`config.mk`:
```
export PLATFORM = sky130hd
export DESIGN_NAME = serialization_unit
export DESIGN_NICKNAME = d
export VERILOG_FILES = /design/src/shared/serial_pkg.sv /design/src/shared/fence_if.sv /design/src/hw/serialization_unit.sv /design/src/hw/fence_tracker.sv
export VERILOG_INCLUDE_DIRS = /design/src /design/src/shared
export SDC_FILE = /design/constraint.sdc
export NUM_CORES = 1
export LEC_CHECK = 0
export BUFFER_PORTS_ARGS = -buffer_cell sky130_fd_sc_hd__buf_4
export CAP_MARGIN = 20
export CORE_MARGIN = 2
export CORE_UTILIZATION = 40
export DETAILED_ROUTE_END_ITERATION = 8
export GPL_TIMING_DRIVEN = 0
export HOLD_SLACK_MARGIN = 0.12
export MAX_ROUTING_LAYER = met4
export SETUP_SLACK_MARGIN = 0.02
export SYNTH_ARGS = -nofsm -noshare
export SYNTH_HDL_FRONTEND = slang
export SYNTH_SLANG_ARGS = --single-unit
export TNS_END_PERCENT = 100
```
`constraint.sdc`:
```
create_clock -name CLOCK -period 5.8 [get_ports CLOCK]
set_input_delay 0.29 -clock CLOCK [delete_from_list [all_inputs] [get_ports CLOCK]]
set_output_delay 0.29 -clock CLOCK [all_outputs]
set_load 0.02 [all_outputs]
```
`src/shared/serial_defines.svh`:
```
// Purpose: constants for the instruction serialization unit
// Assumes: included by bare name, definitions only
// Notes: opcode classes are decoded upstream into a small class code
`ifndef SERIAL_DEFINES_SVH
`define SERIAL_DEFINES_SVH
`define OPC_W 5
`define OPC_NONE 5'h00
`define OPC_CTRL_WRITE 5'h01
`define OPC_DEBUG_WRITE 5'h02
`define OPC_MODEL_SPECIFIC_REG_WRITE 5'h03
`define OPC_CACHE_INVALIDATE 5'h04
`define OPC_PAGE_ENTRY_INVALIDATE 5'h05
`define OPC_CACHE_WRITEBACK_INVALIDATE 5'h06
`define OPC_GLOBAL_DT_LOAD 5'h07
`define OPC_LOCAL_DT_LOAD 5'h08
`define OPC_INTERRUPT_DT_LOAD 5'h09
`define OPC_TASK_REG_LOAD 5'h0a
`define OPC_IDENTIFICATION_QUERY 5'h0b
`define OPC_INTERRUPT_RETURN 5'h0c
`define OPC_SYSTEM_MGMT_RESUME 5'h0d
`define OPC_STORE_FENCE 5'h0e
`define OPC_LOAD_FENCE 5'h0f
`define OPC_FULL_FENCE 5'h10
`define OPC_BRANCH 5'h11
`define OPC_BASE_WRITE 5'h12
`define CR_W 32
`define PAGING_BIT 31
`define PROT_BIT 0
`define CTRL_RESET 32'h0000_0000
`define BASE_RESET 32'h0000_0000
`define DRAIN_WAIT_CYCLES 8'h01
`endif

```
`src/shared/serial_pkg.sv`:
```
// Purpose: types for the instruction serialization unit
// Assumes: serial_defines.svh is on the include path
// Notes: state codes are one-hot
package serial_pkg;
  typedef enum logic [3:0] {
    ST_RUN = 4'b0001,
    ST_DRAIN = 4'b0010,
    ST_APPLY = 4'b0100,
    ST_REFETCH = 4'b1000
  } ser_state_e;
  typedef logic [4:0] opc_t;
  typedef logic [31:0] word_t;
endpackage : serial_pkg

```
`src/shared/fence_if.sv`:
```
// Purpose: fence request and drain status between top and fence tracker
// Assumes: single core clock
// Notes: requests are one-cycle pulses
`timescale 1ns/1ns
interface fence_if;
  logic req_store;
  logic req_load;
  logic store_empty;
  logic loads_done;
  logic busy;
  logic hold_store;
  logic hold_load;
  modport ctrl (output req_store, output req_load, output store_empty, output loads_done,
    input busy, input hold_store, input hold_load);
  modport trk (input req_store, input req_load, input store_empty, input loads_done,
    output busy, output hold_store, output hold_load);
endinterface : fence_if

```
`src/hw/serialization_unit.sv`:
```
// Purpose: decide when fetch and execute stall for serializing operations
// Assumes: decode supplies an operation class; memory side reports drain status
// Notes: fences go to the tracker and do not stop the front end
`include "serial_defines.svh"
`timescale 1ns/1ns
module serialization_unit (
  input wire logic CLOCK,
  input wire logic RST_B,
  input wire logic OP_VALID,
  input wire serial_pkg::opc_t OP_CLASS,
  input wire serial_pkg::word_t OP_DATA,
  input wire logic OLDER_RETIRED,
  input wire logic STORE_BUF_EMPTY,
  input wire logic MEM_IDLE,
  input wire logic LOADS_DONE,
  input wire logic WBACK_DONE,
  output logic OP_ACCEPT,
  output logic FETCH_HOLD,
  output logic FLUSH_YOUNGER,
  output logic OP_DONE,
  output logic ID_REGS_WRITE,
  output logic WBACK_ALL,
  output logic TLB_FLUSH_NONGLOBAL,
  output logic STORE_HOLD,
  output logic LOAD_HOLD,
  output serial_pkg::word_t PRIMARY_CTRL,
  output serial_pkg::word_t PAGE_BASE,
  output logic FETCH_PAGING,
  output logic FENCE_BUSY
);
  import serial_pkg::*;

  ser_state_e state;
  ser_state_e next_state;
  opc_t held_op;
  word_t held_data;
  logic wback_wait;
  logic wback_seen;
  fence_if fi ();

  // Decode of the incoming class
  wire is_priv_ser = (OP_CLASS >= `OPC_CTRL_WRITE) && (OP_CLASS <= `OPC_TASK_REG_LOAD);
  wire is_user_ser = (OP_CLASS == `OPC_IDENTIFICATION_QUERY)
    || (OP_CLASS == `OPC_INTERRUPT_RETURN) || (OP_CLASS == `OPC_SYSTEM_MGMT_RESUME);
  wire is_base = (OP_CLASS == `OPC_BASE_WRITE);
  // Base writes also serialize so the next fetch sees the new tables
  wire is_ser = is_priv_ser | is_user_ser | is_base;
  wire is_store_fence_op = OP_CLASS == `OPC_STORE_FENCE;
  wire is_load_fence_op = OP_CLASS == `OPC_LOAD_FENCE;
  wire is_full_fence_op = OP_CLASS == `OPC_FULL_FENCE;
  // Branches are ordinary ops: prefetch may run ahead of them
  wire is_branch = OP_CLASS == `OPC_BRANCH;
  wire take = OP_VALID & (state == ST_RUN);
  wire take_ser = take & is_ser;
  // Drain: older work retired, stores out, bus idle; cache lines stay put
  wire drained = OLDER_RETIRED & STORE_BUF_EMPTY & MEM_IDLE;
  wire held_wback = held_op == `OPC_CACHE_WRITEBACK_INVALIDATE;
  // A done pulse that lands before the drain finishes is remembered
  wire wback_ok = ~held_wback | wback_seen | (wback_wait & WBACK_DONE);
  wire held_ctrl = held_op == `OPC_CTRL_WRITE;
  wire held_base = held_op == `OPC_BASE_WRITE;
  wire paging_on = PRIMARY_CTRL[`PAGING_BIT];

  // Sequencer: run, drain older work, apply, then restart fetch
  always_comb begin
    next_state = state;
    case (state)
      ST_RUN: begin
        if (take_ser) begin
          next_state = ST_DRAIN;
        end
      end
      ST_DRAIN: begin
        if (drained && wback_ok && !fi.busy) begin
          next_state = ST_APPLY;
        end
      end
      ST_APPLY: begin
        next_state = ST_REFETCH;
      end
      ST_REFETCH: begin
        next_state = ST_RUN;
      end
      default: begin
        next_state = ST_RUN;
      end
    endcase
  end

  // Fence requests; full fence asks for both kinds
  assign fi.req_store = take & (is_store_fence_op | is_full_fence_op);
  assign fi.req_load = take & (is_load_fence_op | is_full_fence_op);
  assign fi.store_empty = STORE_BUF_EMPTY;
  assign fi.loads_done = LOADS_DONE;

  fence_tracker u_fence (
    .CLOCK(CLOCK),
    .RST_B(RST_B),
    .f(fi.trk)
  );

  // State and captured operation
  always_ff @(posedge CLOCK or negedge RST_B) begin
    if (!RST_B) begin
      state <= ST_RUN;
      held_op <= `OPC_NONE;
      held_data <= 32'h0000_0000;
    end else begin
      state <= next_state;
      if (take_ser) begin
        held_op <= OP_CLASS;
        held_data <= OP_DATA;
      end
    end
  end

  // Writeback-invalidate request: raised once, held until done
  always_ff @(posedge CLOCK or negedge RST_B) begin
    if (!RST_B) begin
      wback_wait <= 1'b0;
      wback_seen <= 1'b0;
      WBACK_ALL <= 1'b0;
    end else begin
      // Clear first so a new request in the same cycle wins
      if (WBACK_DONE) begin
        WBACK_ALL <= 1'b0;
      end
      if (wback_wait && WBACK_DONE) begin
        wback_seen <= 1'b1;
      end
      if (take_ser && OP_CLASS == `OPC_CACHE_WRITEBACK_INVALIDATE) begin
        wback_wait <= 1'b1;
        wback_seen <= 1'b0;
        WBACK_ALL <= 1'b1;
      end else if (state == ST_APPLY) begin
        wback_wait <= 1'b0;
        wback_seen <= 1'b0;
      end
    end
  end

  // Architectural control state changes only after the drain
  always_ff @(posedge CLOCK or negedge RST_B) begin
    if (!RST_B) begin
      PRIMARY_CTRL <= `CTRL_RESET;
      PAGE_BASE <= `BASE_RESET;
      TLB_FLUSH_NONGLOBAL <= 1'b0;
      ID_REGS_WRITE <= 1'b0;
      OP_DONE <= 1'b0;
    end else begin
      TLB_FLUSH_NONGLOBAL <= 1'b0;
      ID_REGS_WRITE <= 1'b0;
      OP_DONE <= 1'b0;
      if (state == ST_APPLY) begin
        OP_DONE <= 1'b1;
        if (held_ctrl) begin
          PRIMARY_CTRL <= held_data;
        end
        if (held_base) begin
          PAGE_BASE <= held_data;
          TLB_FLUSH_NONGLOBAL <= paging_on;
        end
        // Only side effect: the four result registers
        ID_REGS_WRITE <= held_op == `OPC_IDENTIFICATION_QUERY;
      end
    end
  end

  // Fetch translation mode follows control only at the refetch point
  always_ff @(posedge CLOCK or negedge RST_B) begin
    if (!RST_B) begin
      FETCH_PAGING <= 1'b0;
    end else if (state == ST_REFETCH) begin
      FETCH_PAGING <= paging_on;
    end
  end

  // Front-end hold and flush; fences never raise these
  always_ff @(posedge CLOCK or negedge RST_B) begin
    if (!RST_B) begin
      FETCH_HOLD <= 1'b0;
      FLUSH_YOUNGER <= 1'b0;
      OP_ACCEPT <= 1'b0;
      STORE_HOLD <= 1'b0;
      LOAD_HOLD <= 1'b0;
      FENCE_BUSY <= 1'b0;
    end else begin
      FETCH_HOLD <= (next_state != ST_RUN);
      // Speculative results past the serializer are discarded
      FLUSH_YOUNGER <= take_ser;
      OP_ACCEPT <= take & ~is_branch | take & is_branch;
      STORE_HOLD <= fi.hold_store | (next_state == ST_DRAIN);
      LOAD_HOLD <= fi.hold_load | (next_state == ST_DRAIN);
      FENCE_BUSY <= fi.busy;
    end
  end
endmodule : serialization_unit

```
`src/hw/fence_tracker.sv`:
```
// Purpose: data-side memory fences that never stall instruction flow
// Assumes: drain status comes from same-clock memory logic
// Notes: a new request during a wait merges into it
`timescale 1ns/1ns
module fence_tracker (
  input wire logic CLOCK,
  input wire logic RST_B,
  fence_if.trk f
);
  logic wait_store;
  logic wait_load;
  logic next_wait_store;
  logic next_wait_load;
  // Store fence waits on stores only, load fence on loads only
  assign next_wait_store = (wait_store | f.req_store) & ~f.store_empty;
  assign next_wait_load = (wait_load | f.req_load) & ~f.loads_done;
  assign f.busy = wait_store | wait_load;
  // Hold only younger memory accesses of the fenced kind
  assign f.hold_store = wait_store;
  assign f.hold_load = wait_load;
  // Wait flags
  always_ff @(posedge CLOCK or negedge RST_B) begin
    if (!RST_B) begin
      wait_store <= 1'b0;
      wait_load <= 1'b0;
    end else begin
      wait_store <= next_wait_store;
      wait_load <= next_wait_load;
    end
  end
endmodule : fence_tracker

```
# Yosys cells after proc, flatten, opt, wreduce, memory -nomap -nowiden
# Cells that the tools add are included.
# word_totals
latch_bits,0
word_cells,95
register_bits,120
mem_bits_rw,0
output_inout_bits,75
mem_bits_ro,0
memories,0
# classes
magnitude_cmp,2
n_reduce_logical,13
eq_ne,19
multipliers,0
div_mod_pow,0
n_mux,14
n_addsub,0
shift,0
bitwise_logic,27
# ops
operator,count
5-bit by 4-bit equality test with 1-bit output (second input constant),6
5-bit equality test (second input constant),4
1-bit OR,12
4-bit one-hot mux with 3 select lines,1
1-bit AND,11
1-bit 2-to-1 mux,11
5-bit by 3-bit equality test with 1-bit output (second input constant),2
4-bit by 2-bit equality test with 1-bit output (second input constant),2
4-bit 2-to-1 mux,2
5-bit by 1-bit equality test with 1-bit output (second input constant),1
5-bit by 1-bit >= comparator with 1-bit output (second input constant),1
5-bit by 4-bit <= comparator with 1-bit output (second input constant),1
1-bit logical AND,5
4-bit by 1-bit equality test with 1-bit output (second input constant),1
4-bit by 3-bit equality test with 1-bit output (second input constant),1
4-bit equality test (second input constant),1
4-bit by 1-bit inequality test with 1-bit output (second input constant),1
1-bit NOT,4
2-bit AND reduction,2
2-bit nonzero test,2
3-bit nonzero test,1
1-bit logical OR,2
1-bit logical NOT,1

# Logic depth before layout (Yosys ltp)
# Gate-level depths: netlist of run 1.
# logic_depth
depth_word,10
ltp_mapped,6
depth_no_buf,4

# By module
# A second synthesis of run 1 with hierarchy kept.
# unflattened
cells_unflattened,280
area_unflattened_um2,4573.1
# by_module_without_submodules
module,n_inst,cells_each,area_each_um2
serialization_unit,1,275,4496.8
fence_tracker,1,5,76.3

# Least setup slack after synthesis of run 1
# Ideal clock, no wire load.
# synth_path
path_kind,reg-to-reg
from,reg state[1]
to,reg PRIMARY_CTRL[10]
required_time_ns,5.675
t_arrival_ns,2.106
path_slack_ns,3.569
path_stages_with_launch,7
path_buffers,2
setup_time_ns,0.125
synth_period_minus_slack_ns,2.231
cell_sequence,dfrtp_1 or4b_1 buf_2 nor4b_4 nor3b_4 buf_6 mux2_4
# synth_via
elab_chain_cells,2
# synth_lines
item,line,source
start: declaration,serialization_unit.sv:33,ser_state_e state;
start signal: assignment,serialization_unit.sv:109,state <= next_state;
4-bit by 3-bit equality test with 1-bit output,serialization_unit.sv:154,if (state == ST_APPLY) begin
2-bit AND reduction (no source line),n/a,
end signal: assignment,serialization_unit.sv:145,PRIMARY_CTRL <= `CTRL_RESET;
end signal: assignment,serialization_unit.sv:157,PRIMARY_CTRL <= held_data;
end: declaration,serialization_unit.sv:26,"output serial_pkg::word_t PRIMARY_CTRL,"
# No other way between the ends.
# A chain may end at the register's enable or synchronous reset.

# Final worst setup path of run 1
# layout_path
from,reg state[0]
to,reg held_data[3]
# layout_via
elab_chain_cells,3
# layout_lines
item,line,source
4-bit by 1-bit equality test with 1-bit output,serialization_unit.sv:53,wire take = OP_VALID & (state == ST_RUN);
1-bit AND,serialization_unit.sv:53,
1-bit AND,serialization_unit.sv:54,wire take_ser = take & is_ser;
end signal: assignment,serialization_unit.sv:107,held_data <= 32'h0000_0000;
end signal: assignment,serialization_unit.sv:112,held_data <= OP_DATA;
end: declaration,serialization_unit.sv:36,word_t held_data;
# No other way between the ends.

==> results.cfg, run 1 <==
[pwr]
ir_worst_vdd_mv = 0.215
p_per_area_nw_per_um2 = 330
p_leak_nw = 3.40

[clock_network]
cts_tree = yes
cts_sinks = 120
cts_root_buffer = clkbuf_16
clk_pin_slew_ps = 50
cts_buffers = 17
clk_latency_ps = 410
postCtsSetupRepairBufs = 0
ctsHtreeMaxLevel = 4
cts_buffer_depth = 2

[sta]
finalCritPeriodShare = 0.447
final.setup.tns_ps = 0
setup_viol_count_final = 0
hold_violations = 0
worstMarginPinSlew_ps = 694
slew_headroom = 0.533
drv_slew = 0
fin_worst_skew_ps = 7.24
maxClockFrequency_mhz = 385
rsz0062_at_grt = no
fin_crit_ps = 2590

[logic_synthesis]
synth-adder-area-share = 0
yosys_warnings = 0
synth_top_family_by_area = multiplexers
synth.top_cell.area_share = 0.638
synth_compound_area_frac = 0.0148
muxShareOfSynthArea = 0.268
yosysUniqueCellTypes = 32
synth_area_per_cell_um2 = 16.4
synth-seq-cells = 120
synthSimpleGateAreaFrac = 0.0536
synthTopCellsByArea = dfrtp_1 (64%), mux2_2 (17%), mux2_4 (9.7%)
syn_nets = 330
yosys.area.top_type = dfrtp_1
netlist_instances = 285
synth_area_um2 = 4660
yosysSeqAreaShare = 0.644
synth_xor_area_frac = 0

[detailed_routing]
wire_per_inst_um = 16.0
firstDrtPassIters = 4
drc = 0
dr_total_vias = 2925
drt_iter0_drc = 110
via_per_inst = 4.75
wl_mm = 9.84
drtAntennaViolNets = 0

[cells_and_area]
finalNetCount = 505
syn_to_final_growth_pct = 43.7
register_area_um2 = 3000
fillers = 938
finish.utilization = 0.587
drive_above_1_share = 0.556
antenna_cells = 0
multi_input_area_um2 = 1570

[flow_run]
maxCapViolations = 0

[global_route]
track_usage = 0.175
grt_pass1_vias = 3118
grt_pass1_wl_mm = 16.3
grt_max_degree = 72
antenna_found_initial = 0
grt_overflow = 0

[floorplan]
fp.dieW_um = 112
die_area_um2 = 12500
start_util = 0.409
rows = 39
boundaryPins = 120
core_region_area_um2 = 11400
die_h_um = 112

[hold_path]
min_path_type = primary input to flip-flop

[place]
routabilityCongestion = 0.755
portBuffers = 119
dpl.hpwl_mm = 6.54

[critical_path]
cp-end-kind = flip-flop
worstPathRequired_ps = 6090
cp_max_fo = 10
cp_data_arrival_time_ps = 2880
crit_path_start_kind = flip-flop
crit_type = flip-flop to flip-flop

[outcome]
status = complete, no violations
metrics by stage:
stage / instances / hold slack [ps] / worst slack, ps / power [mW] / cell area [um^2]
floorplan: 285 / -5.59 / 3570 / 1.11 / 4660
global placement: 547 / 443 / 3150 / 1.18 / 5740
detailed placement: 548 / 272 / 3160 / 1.20 / 5770
CTS: 616 / 139 / 3160 / 2.24 / 6700
global route: 616 / 162 / 2890 / 2.32 / 6700
finish: 616 / 167 / 3210 / 2.21 / 6700
placed cells by master, fill, tap and decap left out, types with 2 or more instances in the layout:
cell type      netlist  layout
nor4b_1              2       2
nand3_1              2       2
bufinv_16            0       2
clkbuf_16            0      17
nand3b_1             3       3
buf_4                0     118
buf_2                4       4
buf_6                3       4
dfrtp_1            119     119
mux2_2              71      71
nand4_1              2       2
clkbuf_8             0       3
dlygate4sd3_1        0      36
nand2_1              7       7
nor3b_1              3       3
clkinv_2             0       8
o21ai_0              2       2
mux2_4              30      30
clkbuf_1             4       6
nor2_1               7       7
a32o_1               2       2
a21oi_1              3       3
inv_1                6       6
routing by layer:
| metal | vias up | wire (um) | GRT usage |
|---|---|---|---|
| met2 | 78 | 4750 | 0.265 |
| met4 | 0 | 206 | 0.0846 |
| met1 | 1461 | 4420 | 0.217 |
| met3 | 18 | 464 | 0.0495 |
| met5 | - | 0 | - |
| li1 | 1368 | - | - |
flip-flops by register name (all words and copies together), names as in the netlist, 4 cells and up:
register      flops
PRIMARY_CTRL     32
held_data        32
PAGE_BASE        32
held_op           5
state             4
kinds of logic (layout without fill, tap and decap cells):
kind of cell / after synthesis / count (layout)
flip-flops: 120 / 120
multiplexers: 101 / 101
AO/OA/AOI/OAI: 10 / 10
buffers and inverters: 17 / 205
AND/OR/NAND/NOR: 37 / 37
power by group:
group          total [mW]  internal, mW  switching [mW]
combinational       0.198         0.124          0.0737
sequential           1.00         0.933          0.0694
clock                1.01         0.659           0.349
synthesized netlist by cell type:
cell type	number
nor3b_4	1
buf_6	3
mux2_4	30
nor4b_1	2
nand4_1	2
nor3b_1	3
dfrtp_1	119
and4b_1	1
mux2_2	71
o21ai_0	2
buf_2	4
nor4_1	1
o21bai_1	1
nor3_1	1
nand3_1	2
a21oi_1	3
inv_1	6
a32o_1	2
a21o_1	1
nor3_2	1
and3_2	1
or4b_1	1
dfstp_2	1
clkbuf_1	4
and2_1	1
nor4b_4	1
nor2_1	7
a22o_1	1
nand2_1	7
and3_1	1
and3b_1	1
nand3b_1	3
layout make-up:
class                      count  share of cell area
sequential                   120               0.448
clock inverter                10              0.0149
tap                          143              0.0267
clock buffer                  22              0.0707
multi-input combinational    148               0.234
timing repair buffer         156               0.192
buffer                        11              0.0103
inverter                       6             0.00336
worst max-delay path, cell delays in order (launching register included):
cell      delay (ps)
dfstp_2          550
nand2_1           70
nor4_1           530
nand4_1          510
clkbuf_1         440
mux2_2           380
what timing repair did:
item / CTS / global route
hold buffers: 36 / 0
resized for setup: 0 / 0
hold endpoints to repair: 84 / 0
path summary, 6_finish.rpt:
check,startpoint,to,slack (ps),cells after the start
max in group asynchronous,RST_B,state[0],4680,3
min in group asynchronous,RST_B,PRIMARY_CTRL[18],390,2
worst max register to register,state[0],held_data[3],3210,5
worst max-delay path,state[0],held_data[3],3210,5
worst min-delay path,OP_CLASS[2],held_op[2],170,2
worst min register to register,wback_wait,wback_wait,490,2
No activity file was read; power rests on OpenSTA's default activity.
==> run 2, diff against run 1 <==
- clock period: 5.8 -> 2.49 ns (I/O delays scaled with it)
==> run 2 against run 1 <==
Effect of this change:
- critical path depth up 2
- setup slack worse by 3100 ps
- utilization up 1.1 points
- global-route usage up 0.18 points
- sequential cell count unchanged
- clock power up 130%
- worst hold slack better by 54 ps
- via count up 1.6%
- critical endpoint is now PRIMARY_CTRL[1]
- largest power group is now sequential cells
- highest routed layer unchanged
==> results.cfg, run 2 (synthesis results as in run 1) <==
[detailed_routing]
via_per_inst = 4.74
wire_per_inst_um = 15.8
drc = 0
firstDrtPassIters = 4
drt_iter0_drc = 132
wl_mm = 9.94
drtAntennaViolNets = 0
dr_total_vias = 2973

[place]
pre_cts_ws_ps = -152
dpl.hpwl_mm = 6.54
routabilityCongestion = 0.755
place_area_um2 = 5770
placed_cells = 548
portBuffers = 119

[sta]
finalCritPeriodShare = 0.948
final.setup.tns_ps = 0
slew_headroom = 0.545
fin_crit_ps = 2360
rsz0062_at_grt = yes
holdWs_ps = 222
worstMarginPinSlew_ps = 683
hold_violations = 0
drv_slew = 0
maxClockFrequency_mhz = 424
fin_worst_skew_ps = 6.39
setup_viol_count_final = 0
layout_setup_ws_ps = 129

[clock_network]
cts_tree = yes
clk_latency_ps = 410
cts_root_buffer = clkbuf_16
cts_buffer_depth = 2
cts_buffers = 17
clk_pin_slew_ps = 50
cts_sinks = 120
ctsHtreeMaxLevel = 4

[pwr]
power_mw = 5.16
p_leak_nw = 3.45
ir_worst_vdd_mv = 0.503
p_per_area_nw_per_um2 = 755

[cells_and_area]
antenna_cells = 0
finalNetCount = 516
fin_area_um2 = 6830
syn_to_final_growth_pct = 46.5
layout_commonest_cell = buf_4
drive_above_1_share = 0.556
final_cells = 627
finish.utilization = 0.598
largest_registers = PAGE_BASE x32, PRIMARY_CTRL x32, held_data x32
final_cell_mix = buf_4 (122), dfrtp_1 (118), mux2_2 (71)

[critical_path]
crit_path_start_kind = flip-flop
r2r_cells = 7
crit_slowest_cell = or4b_1
r2r_setup_slack_ps = 130
crit_type = flip-flop to flip-flop
r2r-start = state[1]
cp_cell_sequence = or4b_1 -> buf_2 -> nor4b_4 -> nor3b_4 -> buf_4 -> buf_8 -> mux2_4
worstPathRequired_ps = 2780
cp_data_arrival_time_ps = 2650
cp_max_fo = 10
slowest_delay_ps = 520
reg2reg_to = PRIMARY_CTRL[1]
cp-end-kind = flip-flop

[floorplan]
die_h_um = 112
core_region_area_um2 = 11400
rows = 39
start_util = 0.409
boundaryPins = 120
die_area_um2 = 12500
fp.dieW_um = 112

[flow_run]
maxCapViolations = 0

[hold_path]
min_path_type = primary input to async pin

[global_route]
antenna_found_initial = 0
track_usage = 0.176
grt_pass1_wl_mm = 16.4
grt_overflow = 0
grt_max_degree = 72
grt_pass1_vias = 3159

[outcome]
status = complete, no violations
## run 2: worst max-delay path, delay by kind of cell, from the launching register on
kind                   cells  cell delay, ps
and+or+nand+nor            3             970
muxes                      1             310
DFF                        1             430
buffers and inverters      3             530
## run 2: area by class of cell
type,instances,area (um^2)
clock inverters,10,100
flip-flops and latches,120,3010
plain buffers,11,85.1
fillers,918,4590
repair buffers,167,1390
inverters,6,22.5
multi-input cells,148,1580
well taps,143,179
clock buffers,22,474
## run 2: layer usage
layer  up-vias  GRT usage  wire (um)
li1       1394          -          -
met1      1484      0.216       4340
met2        78      0.272       4930
met3        17     0.0495        458
met4         0     0.0846        206
met5         -          -          0
## run 2: how the worst max path moves through the flow
stage,from,end,slack (ps)
after detailed placement,state[0],held_data[29],-150
after global routing,state[1],PRIMARY_CTRL[9],-1
after floorplan,state[1],PRIMARY_CTRL[10],260
after CTS,state[1],PAGE_BASE[10],60
final,state[1],PRIMARY_CTRL[1],130
after global placement,state[0],held_data[28],-160
## run 2: power breakdown
part	leakage (nW)	switching [mW]	internal, mW
clock	0.293	0.809	1.53
sequential	1.58	0.165	2.17
combinational	1.58	0.174	0.299
total	3.45	1.15	4.01
## run 2: what timing repair did
action                                  in CTS  in global routing
gates resized for setup                      1                  7
hold endpoints to repair                   146                  0
hold buffers                                43                  0
setup buffers                                4                  0
pin swaps                                    1                  1
endpoints found under the setup margin      92                 89
==> run 3, diff against run 2 <==
- BUFFER_PORTS_ARGS: -buffer_cell sky130_fd_sc_hd__buf_4 -> -buffer_cell sky130_fd_sc_hd__buf_2
==> run 3 against run 2 <==
Effect of this change:
- clock power fell by 5%
- cell count unchanged
- setup slack lost 10 ps
- final area decreased by 4.8%
- sequential share of layout area is 2.2 points higher
- clock skew decreased by 0.97 ps
- utilization shrank 2.9 points
- first-iteration DRC count fell by 19%
- die area did not move
- critical path type unchanged
- largest power group unchanged
==> results.cfg, run 3 (synthesis results as in run 1) <==
[floorplan]
die_h_um = 112
rows = 39
core_region_area_um2 = 11400
die_area_um2 = 12500
fp.dieW_um = 112
start_util = 0.409
boundaryPins = 120

[clock_network]
clk_pin_slew_ps = 50
cts_tree = yes
cts_root_buffer = clkbuf_16
ctsHtreeMaxLevel = 4
cts_buffers = 17
cts_buffer_depth = 2
cts_sinks = 120
clk_latency_ps = 400

[cells_and_area]
antenna_cells = 0
largest_registers = PAGE_BASE x32, PRIMARY_CTRL x32, held_data x32
finalNetCount = 516
final_cells = 627
fillers = 947
syn_to_final_growth_pct = 39.5
drive_above_1_share = 0.543
final_cell_mix = dfrtp_1 (119), buf_2 (119), mux2_2 (71)

[global_route]
grt_overflow = 0
track_usage = 0.172
grt_pass1_wl_mm = 16.0
grt_pass1_vias = 3132
antenna_found_initial = 0
grt_max_degree = 72

[sta]
fin_crit_ps = 2370
fin_worst_skew_ps = 5.42
finalCritPeriodShare = 0.952
worstMarginPinSlew_ps = 691
drv_slew = 0
hold_violations = 0
rsz0062_at_grt = yes
maxClockFrequency_mhz = 422
slew_headroom = 0.539
setup_viol_count_final = 0

[critical_path]
reg2reg_to = PRIMARY_CTRL[11]
crit_path_start_kind = flip-flop
cp-end-kind = flip-flop
crit_slowest_cell = or4b_1
crit_path_end = PRIMARY_CTRL[11]
r2r_setup_slack_ps = 120
startpoint = state[1]
slowest_delay_ps = 510
cp_data_arrival_time_ps = 2660
worstPathRequired_ps = 2770
r2r_cells = 7
cp_cell_sequence = or4b_1 -> buf_2 -> nor4b_4 -> nor3b_4 -> buf_4 -> buf_6 -> mux2_4
r2r-start = state[1]
cp_max_fo = 10
crit_type = flip-flop to flip-flop

[detailed_routing]
drt_iter0_drc = 107
wire_per_inst_um = 15.3
wl_mm = 9.61
drc = 0
via_per_inst = 4.74
drtAntennaViolNets = 0
dr_total_vias = 2972
firstDrtPassIters = 6

[flow_run]
maxCapViolations = 0

[pwr]
p_per_area_nw_per_um2 = 771
power_mw = 5.02
p_leak_nw = 3.40
ir_worst_vdd_mv = 0.480

[place]
routabilityCongestion = 0.716
portBuffers = 119
placed_cells = 548
dpl.hpwl_mm = 6.42

[outcome]
status = complete, no violations

[hold_path]
min_path_type = primary input to async pin
## run 3: worst min path at each step
stage	end	slack (ps)	cells after the start
6_report	PAGE_BASE[14]	230	2
5_1_grt	wback_wait	250	4
2_1_floorplan	FENCE_BUSY	-170	0
4_1_cts	wback_wait	220	4
3_5_place_dp	PAGE_BASE[15]	100	1
3_3_place_gp	u_fence.f.hold_load	280	2
## run 3: report_power, final
part	leakage (nW)	internal [mW]	switching, mW
sequential	1.58	2.17	0.163
combinational	1.55	0.275	0.173
clock	0.272	1.46	0.774
total	3.40	3.91	1.11
## run 3: layer usage
metal / GRT usage / up-vias / routed length [um] / part of all wire
met5: - / - / 0 / 0
met2: 0.267 / 77 / 4640 / 0.48
met3: 0.0490 / 17 / 434 / 0.045
met4: 0.0756 / 0 / 187 / 0.019
li1: - / 1385 / - / -
met1: 0.212 / 1493 / 4360 / 0.45
## run 3: critical path, delay by kind of cell (launching register included)
| family | cells | cell delay (ps) |
|---|---|---|
| and+or+nand+nor | 3 | 950 |
| muxes | 1 | 320 |
| DFF | 1 | 420 |
| buffers and inverters | 3 | 560 |
## run 3: timing repair
| item | 4_1_cts | 5_1_grt |
|---|---|---|
| endpoints found under the setup margin | 64 | 55 |
| pin swaps | 1 | 0 |
| resized for setup | 1 | 4 |
| hold buffers | 43 | 0 |
| buffers inserted | 4 | 0 |
| endpoints found under the hold margin | 138 | 0 |
## run 3: cell type report
| class | count | area (um^2) | share of cell area |
|---|---|---|---|
| repair buffers | 167 | 1090 | 0.168 |
| flip-flops and latches | 120 | 3000 | 0.462 |
| inverters | 6 | 22.5 | 0.00346 |
| multi-input cells | 148 | 1580 | 0.243 |
| clock inverters | 1 | 5.00 | 0.000769 |
| clock buffers | 31 | 548 | 0.0842 |
| well taps | 143 | 179 | 0.0275 |
| plain buffers | 11 | 76.3 | 0.0117 |
## run 3: metrics by stage
stage | setup WS, ps | hold WS (ps) | TNS, ps | utilization | cell area [um^2]
final | 119 | 226 | 0 | 0.570 | 6510
after global routing | -4.90 | 253 | -13.4 | 0.570 | 6510
after CTS | 102 | 217 | 0 | 0.569 | 6490
after detailed placement | -266 | 102 | -9320 | 0.479 | 5470
after global placement | -199 | 279 | -27960 | 0.476 | 5440
after floorplan | 259 | -171 | 0 | - | 4660
